===== config.mk =====
export PLATFORM = sky130hd
export DESIGN_NAME = acs_adc_sequencer
export DESIGN_NICKNAME = d
export VERILOG_FILES = /design/src/hdl/acs_adc_sequencer.v
export VERILOG_INCLUDE_DIRS = /design/src /design/src/hdl
export SDC_FILE = /design/constraint.sdc
export NUM_CORES = 1
export LEC_CHECK = 0
export BUFFER_PORTS_ARGS = -buffer_cell sky130_fd_sc_hd__buf_4
export CELL_PAD_IN_SITES_DETAIL_PLACEMENT = 0
export CELL_PAD_IN_SITES_GLOBAL_PLACEMENT = 1
export CORE_AREA = 10 10 112 114
export CTS_BUF_LIST = sky130_fd_sc_hd__clkbuf_4
export CTS_CLUSTER_DIAMETER = 40
export DETAILED_ROUTE_END_ITERATION = 12
export DIE_AREA = 0 0 122 124
export PLACE_DENSITY = 0.88
export SLEW_MARGIN = 30
export SYNTH_ARGS = -nofsm -noshare
export SYNTH_HDL_FRONTEND = slang
export SYNTH_SLANG_ARGS = --single-unit

===== constraint.sdc =====
create_clock -name CLK -period 2.7 [get_ports CLK]
set_input_delay 0.135 -clock CLK [delete_from_list [all_inputs] [get_ports CLK]]
set_output_delay 0.135 -clock CLK [all_outputs]
set_load 0.02 [all_outputs]

===== src/hdl/acs_defines.vh =====
// Constants and register map of the conversion sequencer
`ifndef ACS_DEFINES_VH
`define ACS_DEFINES_VH
// ****************************************
// Register offsets (byte addresses)
// ****************************************
`define ACS_CTRL_OFS 4'h0
`define ACS_RESULT_OFS 4'h4
`define ACS_REFPROG_OFS 4'h8
// ****************************************
// Control register fields
// ****************************************
`define ACS_CHAN_LSB 0
`define ACS_CHAN_MSB 2
`define ACS_CONT_BIT 3
`define ACS_BUSY_BIT 4
// ****************************************
// Reset values and timing
// ****************************************
`define ACS_CTRL_RST 4'h0
`define ACS_RESULT_RST 8'h00
`define ACS_REFPROG_RST 8'h00
`define ACS_SAMPLE_CYC 5'd5
`define ACS_CONV_CYC 5'd15
`define ACS_RESP_OKAY 2'b00
`define ACS_RESP_SLVERR 2'b10
`endif


===== src/hdl/acs_adc_sequencer.v =====
// Conversion sequencer with AXI4-Lite registers and SAR comparator interface
`include "acs_defines.vh"
module acs_adc_sequencer (
   input wire CLK,
   input wire RST,
   input wire [3:0] S_AXI_AWADDR,
   input wire S_AXI_AWVALID,
   output wire S_AXI_AWREADY,
   input wire [31:0] S_AXI_WDATA,
   input wire [3:0] S_AXI_WSTRB,
   input wire S_AXI_WVALID,
   output wire S_AXI_WREADY,
   output reg [1:0] S_AXI_BRESP,
   output reg S_AXI_BVALID,
   input wire S_AXI_BREADY,
   input wire [3:0] S_AXI_ARADDR,
   input wire S_AXI_ARVALID,
   output wire S_AXI_ARREADY,
   output reg [31:0] S_AXI_RDATA,
   output reg [1:0] S_AXI_RRESP,
   output reg S_AXI_RVALID,
   input wire S_AXI_RREADY,
   output reg [2:0] CHANNEL_SEL,
   output reg SAMPLE_EN,
   output reg [7:0] TRIAL_CODE,
   input wire COMPARE_HIGH,
   output reg [3:0] INTERNAL_UPPER_REFERENCE,
   output reg [3:0] INTERNAL_LOWER_REFERENCE
);
   // ****************************************
   // Register state
   // ****************************************
   reg [2:0] chan;
   reg cont;
   reg busy;
   reg [7:0] result;
   reg [7:0] refprog;
   reg [4:0] cyc;
   reg [7:0] sar;
   reg [3:0] bitpos;
   reg [3:0] aw_addr;
   reg aw_held;
   reg [31:0] w_data;
   reg [3:0] w_strb;
   reg w_held;
   wire wr_go;
   wire [3:0] wr_addr;
   wire [31:0] wr_data;
   wire [3:0] wr_strb;
   wire wr_ctrl;
   wire wr_res;
   wire wr_ref;
   wire load;
   // ****************************************
   // Write channel: address and data in either order
   // ****************************************
   // Hold each half until the other arrives; stall both while a response is pending
   assign S_AXI_AWREADY = !aw_held && !S_AXI_BVALID;
   assign S_AXI_WREADY = !w_held && !S_AXI_BVALID;
   assign wr_addr = aw_held ? aw_addr : S_AXI_AWADDR;
   assign wr_data = w_held ? w_data : S_AXI_WDATA;
   assign wr_strb = w_held ? w_strb : S_AXI_WSTRB;
   assign wr_go = (aw_held || (S_AXI_AWVALID && S_AXI_AWREADY)) &&
                  (w_held || (S_AXI_WVALID && S_AXI_WREADY));
   assign wr_ctrl = wr_go && wr_addr == `ACS_CTRL_OFS && wr_strb[0];
   assign wr_res = wr_go && wr_addr == `ACS_RESULT_OFS && wr_strb[0];
   // Any byte-0 write to the reference register starts a conversion
   assign wr_ref = wr_go && wr_addr == `ACS_REFPROG_OFS && wr_strb[0];
   assign load = busy && cyc == `ACS_CONV_CYC;

   always @(posedge CLK) begin
      if (RST) begin
         aw_held <= 1'b0;
         aw_addr <= 4'h0;
         w_held <= 1'b0;
         w_data <= 32'h0;
         w_strb <= 4'h0;
         S_AXI_BVALID <= 1'b0;
         S_AXI_BRESP <= `ACS_RESP_OKAY;
      end else begin
         if (wr_go) begin
            aw_held <= 1'b0;
            w_held <= 1'b0;
            S_AXI_BVALID <= 1'b1;
            S_AXI_BRESP <= (wr_addr == `ACS_CTRL_OFS || wr_addr == `ACS_RESULT_OFS ||
                            wr_addr == `ACS_REFPROG_OFS) ? `ACS_RESP_OKAY : `ACS_RESP_SLVERR;
         end else begin
            if (S_AXI_AWVALID && S_AXI_AWREADY) begin
               aw_held <= 1'b1;
               aw_addr <= S_AXI_AWADDR;
            end
            if (S_AXI_WVALID && S_AXI_WREADY) begin
               w_held <= 1'b1;
               w_data <= S_AXI_WDATA;
               w_strb <= S_AXI_WSTRB;
            end
         end
         if (S_AXI_BVALID && S_AXI_BREADY) begin
            S_AXI_BVALID <= 1'b0;
         end
      end
   end

   // ****************************************
   // Read channel
   // ****************************************
   assign S_AXI_ARREADY = !S_AXI_RVALID;
   always @(posedge CLK) begin
      if (RST) begin
         S_AXI_RVALID <= 1'b0;
         S_AXI_RDATA <= 32'h0;
         S_AXI_RRESP <= `ACS_RESP_OKAY;
      end else if (S_AXI_ARVALID && S_AXI_ARREADY) begin
         S_AXI_RVALID <= 1'b1;
         S_AXI_RRESP <= `ACS_RESP_OKAY;
         case (S_AXI_ARADDR)
            `ACS_CTRL_OFS: S_AXI_RDATA <= {27'h0, busy, cont, chan};
            `ACS_RESULT_OFS: S_AXI_RDATA <= {24'h0, result};
            `ACS_REFPROG_OFS: S_AXI_RDATA <= {24'h0, refprog};
            default: begin
               S_AXI_RDATA <= 32'h0;
               S_AXI_RRESP <= `ACS_RESP_SLVERR;
            end
         endcase
      end else if (S_AXI_RVALID && S_AXI_RREADY) begin
         S_AXI_RVALID <= 1'b0;
      end
   end

   // ****************************************
   // Software registers
   // ****************************************
   always @(posedge CLK) begin
      if (RST) begin
         chan <= 3'h0;
         cont <= 1'b0;
         refprog <= `ACS_REFPROG_RST;
         result <= `ACS_RESULT_RST;
      end else begin
         if (wr_ctrl) begin
            chan <= wr_data[`ACS_CHAN_MSB:`ACS_CHAN_LSB];
            cont <= wr_data[`ACS_CONT_BIT];
         end
         if (wr_ref) begin
            refprog <= wr_data[7:0];
         end
         // Converted value wins over a write in the same cycle
         if (load) begin
            result <= {sar[7:1], COMPARE_HIGH};
         end else if (wr_res) begin
            result <= wr_data[7:0];
         end
      end
   end

   // ****************************************
   // Reference levels
   // ****************************************
   // High nibble lowers the top, low nibble raises the bottom; zero means external refs.
   // Non-zero codes only steer levels; conversion length stays fifteen cycles.
   always @(posedge CLK) begin
      if (RST) begin
         INTERNAL_UPPER_REFERENCE <= 4'h0;
         INTERNAL_LOWER_REFERENCE <= 4'h0;
      end else begin
         INTERNAL_UPPER_REFERENCE <= refprog[7:4];
         INTERNAL_LOWER_REFERENCE <= refprog[3:0];
      end
   end

   // ****************************************
   // Conversion sequencer
   // ****************************************
   // Cycle 0 is the write; cycles 1-5 sample, 6-13 resolve, 15 loads the result
   always @(posedge CLK) begin
      if (RST) begin
         busy <= 1'b0;
         cyc <= 5'd0;
         sar <= 8'h00;
         bitpos <= 4'd7;
         SAMPLE_EN <= 1'b0;
         CHANNEL_SEL <= 3'h0;
         TRIAL_CODE <= 8'h00;
      end else if (wr_ref || (load && cont)) begin
         // Restart also aborts a running conversion
         busy <= 1'b1;
         cyc <= 5'd1;
         sar <= 8'h00;
         bitpos <= 4'd7;
         SAMPLE_EN <= 1'b1;
         CHANNEL_SEL <= chan;
         TRIAL_CODE <= 8'h80;
      end else if (busy) begin
         cyc <= cyc + 5'd1;
         SAMPLE_EN <= (cyc < `ACS_SAMPLE_CYC);
         if (cyc >= `ACS_SAMPLE_CYC + 5'd1 && bitpos != 4'hf) begin
            // One bit per cycle, MSB first; last bit is taken at load
            sar[bitpos[2:0]] <= COMPARE_HIGH;
            bitpos <= bitpos - 4'd1;
            TRIAL_CODE <= (bitpos == 4'd0) ? TRIAL_CODE :
               ((TRIAL_CODE & ~(8'h01 << bitpos[2:0])) |
               ({7'h0, COMPARE_HIGH} << bitpos[2:0]) | (8'h01 << (bitpos[2:0] - 3'd1)));
         end
         if (load) begin
            busy <= 1'b0;
            cyc <= 5'd0;
            SAMPLE_EN <= 1'b0;
         end
      end
   end
endmodule // acs_adc_sequencer


; Yosys cells after proc, flatten, opt, wreduce, memory -nomap -nowiden
; Index checks and enable logic that the tools add are counted.
[word_totals]
regBits = 111
inputBits = 52
output_inout_bits = 61
wordCells = 117
[op_classes]
addsub = 3
n_lt_le_gt_ge = 4
n_eq_ne = 7
n_shift = 3
n_mux = 26
n_bitwise = 6
reduce_logical = 43
[ops]
columns = cell, count
row1 = 8-bit two-way mux, 7
row2 = 8-bit case mux with 3 select lines, 1
row3 = 1-bit logical AND, 18
row4 = 8-bit bitwise OR, 2
row5 = "1-bit by 3-bit << shifter with 8-bit output, first input constant", 2
row6 = 4-bit logical NOT, 3
row7 = 1-bit two-way mux, 12
row8 = 8-bit bitwise AND, 1
row9 = 8-bit bitwise mux, 1
row10 = "4-bit by 3-bit equality test with 1-bit output, second input constant", 2
row11 = "4-bit equality test, second input constant", 2
row12 = 8-bit NOT, 1
row13 = 2-bit nonzero test, 4
row14 = 1-bit by 3-bit << shifter with 8-bit output, 1
row15 = 2-bit AND reduction, 3
row16 = 3-bit AND reduction, 2
row17 = 2-bit OR reduction, 3
row18 = "5-bit by 1-bit adder with 5-bit output, second input constant", 1
row19 = "5-bit by 4-bit equality test with 1-bit output, second input constant", 1
row20 = "5-bit by 3-bit greater-or-equal comparator with 1-bit output, second input constant", 1
row21 = 1-bit logical OR, 5
row22 = "5-bit by 3-bit < comparator with 1-bit output, second input constant", 1
row23 = 5-bit two-way mux, 1
row24 = 1-bit logical NOT, 4
row25 = 11 further kinds, 13

; Longest topological paths before layout
[logic_depth]
word_depth = 10
mapped_depth = 9
ltp_nobuf = 7

; Worst setup path before layout
; No wires, ideal clock.
[synth_timing]
path_type = register -> register
startpoint = register bitpos[1]
endpoint = register TRIAL_CODE[2]
setup_time_ns = 0.121
t_arrival_ns = 1.792
path_slack_ns = 0.787
stages_incl_launch_ff = 10
period_less_slack_ns = 1.913
path_cell_list = dfxtp_1 > clkbuf_1 > inv_1 > ha_1 > clkbuf_1 > and2_1 > a22o_1 > a32o_1 > nand2_1 > a21oi_1
[synth_via]
elab_chain_len = 5
[synth_rtl]
columns = element, line
row1 = "start, declared", acs_adc_sequencer.v:40  ; reg [3:0] bitpos;
row2 = "start signal, assigned", acs_adc_sequencer.v:199  ; bitpos <= bitpos - 4'd1;
row3 = branches (longest 5 deep; another with 3-bit by 1-bit subtractor with 3-bit output), n/a
row4 = "end signal, assigned", acs_adc_sequencer.v:200  ; TRIAL_CODE <= (bitpos == 4'd0) ? TRIAL_CODE :
row5 = "end, declared", acs_adc_sequencer.v:25  ; output reg [7:0] TRIAL_CODE,
; Parallel ways; which one is timed is not known.
; A chain may end at the register's enable or synchronous reset.

; Worst setup path in the final report
[layout_timing]
startpoint = register aw_held
endpoint = register sar[5]
[layout_via]
elab_chain_len = 9
[layout_rtl]
columns = element, line
row1 = "start, declared", acs_adc_sequencer.v:42  ; reg aw_held;
row2 = "start signal, assigned", acs_adc_sequencer.v:73  ; aw_held <= 1'b0;
row3 = "start signal, assigned", acs_adc_sequencer.v:82  ; aw_held <= 1'b0;
row4 = "start signal, assigned", acs_adc_sequencer.v:89  ; aw_held <= 1'b1;
row5 = 1-bit logical NOT, acs_adc_sequencer.v:58  ; assign S_AXI_AWREADY = !aw_held && !S_AXI_BVALID;
row6 = 1-bit logical AND, acs_adc_sequencer.v:58
row7 = 1-bit logical AND, acs_adc_sequencer.v:63  ; assign wr_go = (aw_held || (S_AXI_AWVALID && S_AXI_AWREADY)) &&
row8 = 1-bit logical OR, acs_adc_sequencer.v:63
row9 = 1-bit logical AND, acs_adc_sequencer.v:63
row10 = 1-bit logical AND (no source line) *, n/a
row11 = 1-bit logical AND *, acs_adc_sequencer.v:68  ; assign wr_ref = wr_go && wr_addr == `ACS_REFPROG_OFS && wr_strb[0];
row12 = 1-bit logical OR *, acs_adc_sequencer.v:184  ; end else if (wr_ref || (load && cont)) begin
row13 = 2-bit OR reduction (no source line) *, n/a
row14 = "end signal, assigned", acs_adc_sequencer.v:179  ; sar <= 8'h00;
row15 = "end signal, assigned", acs_adc_sequencer.v:188  ; sar <= 8'h00;
row16 = "end signal, assigned by index", acs_adc_sequencer.v:198  ; sar[bitpos[2:0]] <= COMPARE_HIGH;
row17 = "end, declared", acs_adc_sequencer.v:39  ; reg [7:0] sar;
; Mark *: on every way between the ends. The rest lies on a longest branch, timed or not.

==> summary.txt <==
================================================================================
Remaining Overflow, GRT ...........................................            0
Power per Cell Area ...............................................  494 mW/mm^2
Most area-consuming cells after synthesis ......................... dfxtp_1 (41%), mux2i_1 (9.6%), nor2_1 (6.5%)
Routed WL per cell ................................................ 13.9 microns
Setup TNS Final ...................................................         0 ps
Unique cell type count in the Yosys netlist .......................           48
Clock tree from TritonCTS .........................................         done
WHS Path Cells ....................................................            4
Maximum number of pins on one net before global-route repair ......           63
Synth top area share ..............................................        41.3%
Slew at the pin with the worst max-slew slack .....................       624 ps
Placer Congestion .................................................        0.797
Final number of setup-violating endpoints .........................            0
Number of global-route vias before repair .........................         3251
Final Total Pwr ...................................................      2390 uW
Ratio of routed vias to standard cells ............................         4.91
Number of buffers on the longest clock path .......................            2
P_leak ............................................................   0.00203 uW
Min-Delay Endpoint ................................................ S_AXI_RDATA[5]
RSZ-0062 raised after global routing ..............................        false
Total area of sequential cells .................................... 0.00168 sq mm
CP max FO .........................................................           19
Kind of end point of the critical path ............................     register
DRC errors left ...................................................            0
Share of synthesized flip-flops with an asynchronous set or reset .           0%
Syn-to-layout area delta ..........................................        18.8%
CTS H-Tree Depth ..................................................            3
Internal reg-to-reg setup slack ...................................       330 ps
Total of buffers placed on input and output ports .................           59
Floorplan die width ...............................................  122 microns
Total setup buffers inserted after CTS ............................            0
Area occupied by multi-input gates ................................ 0.00212 sq mm
Number of top-level design ports ..................................          113
Warnings from Yosys ...............................................            0
Antenna violations before repair ..................................            0
Crit Path Category ................................................      reg2reg
Number of DRC markers in iteration 0 ..............................          222
Synthesized area .................................................. 0.00407 sq mm
Count of flip-flops with a built-in enable after synthesis ........            0
Floorplan die area ................................................ 0.0151 sq mm
Avg Synthesized Cell Area .........................................   8.76 sq um
Residual antenna-violating net count after detailed routing .......            0
Flip-flop cell with the highest count after synthesis .............      dfxtp_1
HP Start .......................................................... S_AXI_ARADDR[0]
CTS clock-pin slew for the worst setup and hold paths .............       160 ps
Fin crit share ....................................................        87.7%
Sequential share of the synthesized area ..........................        41.3%
Final Max Tran Viols ..............................................            0
Filler cell count in the final layout .............................          986
Cell chosen for the clock root ....................................     clkbuf_4
Flops & latches, synth ............................................           84
HPWL after DPL ....................................................      6.93 mm
Clk sink count ....................................................           84
Final hold violation count ........................................            0
Max-cap violations ................................................            0
CP Data Required Time .............................................      3020 ps
Nets ..............................................................          593
Proportion of layout cells with a drive suffix above 1 ............        19.7%
Detailed-routing iteration count for the pre-antenna-repair pass ..            4
Startpoint of the worst setup timing path .........................      aw_held
Clock period minus worst slack ....................................      2370 ps
First-pass GRT wire length ........................................      15.4 mm
Initial cell density of the core ..................................        39.8%
CORE AREA ......................................................... 0.0102 sq mm
Worst vdd rail ir drop ............................................     0.248 mV
Top cell types by occurrence after synthesis ...................... dfxtp_1 (84), nor2_1 (71), mux2i_1 (39)
Worst Reg-to-Reg Cells ............................................            6
Worst min-delay path category .....................................       in2reg
Type of origin of the critical path ...............................     register
Leading area contributor after synthesis ..........................      dfxtp_1
Worst R2R End .....................................................       sar[5]
Worst slew margin .................................................        58.4%
Largest clock skew in the final design ............................      18.3 ps
Cell with the most instances after synthesis ......................      dfxtp_1
Cell row count ....................................................           37
Die Span Y ........................................................  124 microns
Worst EP arrival ..................................................      2690 ps
Result of the run ................................................. complete, no violations
Routed wire length ................................................      9.37 mm
Count of vias placed by the detailed router .......................         3312
Ant. Diodes .......................................................            0
Cell count after synthesis ........................................          465
Highest attainable clock frequency ................................    0.422 GHz
Tot GR Track Use ..................................................        12.2%
Insertion delay to the later sink of the worst-skew pair ..........       440 ps
Reg-to-reg critical path startpoint ...............................      aw_held
Total clock buffers created by CTS ................................            9
================================================================================
-- sequential cells by signal (all words and copies together), names as in the netlist --
| name | count |
|---|---|
| bitpos | 4 |
| INTERNAL_UPPER_REFERENCE | 4 |
| w_data | 8 |
| TRIAL_CODE | 8 |
| S_AXI_BRESP | 1 |
| cont | 1 |
| INTERNAL_LOWER_REFERENCE | 4 |
| CHANNEL_SEL | 3 |
| S_AXI_RRESP | 1 |
| aw_addr | 4 |
| chan | 3 |
| result | 8 |
| S_AXI_BVALID | 1 |
| sar | 7 |
| S_AXI_RDATA | 8 |
| w_held | 1 |
| w_strb | 1 |
| SAMPLE_EN | 1 |
| busy | 1 |
| aw_held | 1 |
| refprog | 8 |
| cyc | 5 |
| S_AXI_RVALID | 1 |
-- cells in the final DEF, fill, tap and decap left out, types with 3 or more instances in the layout --
| master | instances |
|---|---|
| o21ai_0 | 15 |
| a21oi_1 | 31 |
| nand2_1 | 26 |
| nor4_1 | 4 |
| nand3b_1 | 3 |
| nor2b_1 | 13 |
| a22oi_1 | 12 |
| buf_4 | 65 |
| nor2_1 | 71 |
| a22o_1 | 5 |
| dfxtp_1 | 84 |
| nor3_1 | 17 |
| nand2b_1 | 7 |
| ha_1 | 8 |
| nand3_1 | 11 |
| xnor2_1 | 3 |
| mux2_2 | 18 |
| clkbuf_4 | 9 |
| dlygate4sd3_1 | 18 |
| inv_1 | 13 |
| and3_1 | 3 |
| xor2_1 | 3 |
| mux2i_1 | 39 |
| conb_1 | 26 |
-- worst max path at each step --
stage	endpoint	slack (ps)
4_1_cts	sar[5]	320
6_report	sar[5]	330
3_3_place_gp	TRIAL_CODE[5]	440
3_5_place_dp	sar[5]	360
5_1_grt	cyc[2]	130
2_1_floorplan	TRIAL_CODE[2]	790
-- cell type report --
type | count | share of cell area, %
Clock buffer | 9 | 1.40
Multi-Input combinational cell | 342 | 43.8
Inverter | 13 | 1.01
Clock inverter | 7 | 1.71
Timing Repair Buffer | 83 | 13.8
Sequential cell | 84 | 34.7
Tap cell | 136 | 3.52
-- critical path, stage by stage, from the launching register on --
cell and delay, ps:
dfxtp_1 530, or3b_1 380, a222oi_1 340, buf_4 300, nand2_2 200, nand2_2 380, nor2_1 100
-- routing by layer --
metal,GRT usage (%),vias to the layer above,part of all wire (%)
met3,2.62,8,6.3
li1,-,1689,-
met2,20.3,87,48
met4,3.95,0,1.0
met1,15.4,1528,45
met5,0,-,0
-- timing repair --
item                      CTS  global route
hold endpoints to repair   18             0
gates resized for setup     0             0
hold buffers               18             0
-- power breakdown --
part | internal, uW | total (uW) | switching, uW
logic | 140 | 330 | 189
registers | 1270 | 1290 | 22.3
clock network | 296 | 771 | 475
-- kinds of logic (layout without fill, tap and decap cells) --
family | Yosys count | count (layout) | synth area share, %
other | 1 | 26 | 0.0920
AOI/OAI and AO/OA | 82 | 82 | 13.0
buffers and inverters | 64 | 112 | 8.94
muxes | 57 | 57 | 14.6
adders and majority gates | 8 | 8 | 2.46
xor gates and xnor gates | 6 | 6 | 1.29
and+or+nand+nor | 163 | 163 | 18.4
DFF | 84 | 84 | 41.3
-- stage by stage --
stage | setup WS, ps | util [%] | hold WS, ps | std cells | area [sq um]
floorplan | 787 | - | 279 | 490 | 4170
global placement | 435 | 44.1 | 378 | 640 | 4510
detailed placement | 360 | 44.1 | 385 | 640 | 4510
CTS | 323 | 47.3 | 43.8 | 674 | 4840
global route | 133 | 47.3 | 79.7 | 674 | 4840
finish | 332 | 47.3 | 66.4 | 674 | 4840
(Power assumes the default switching activity.)
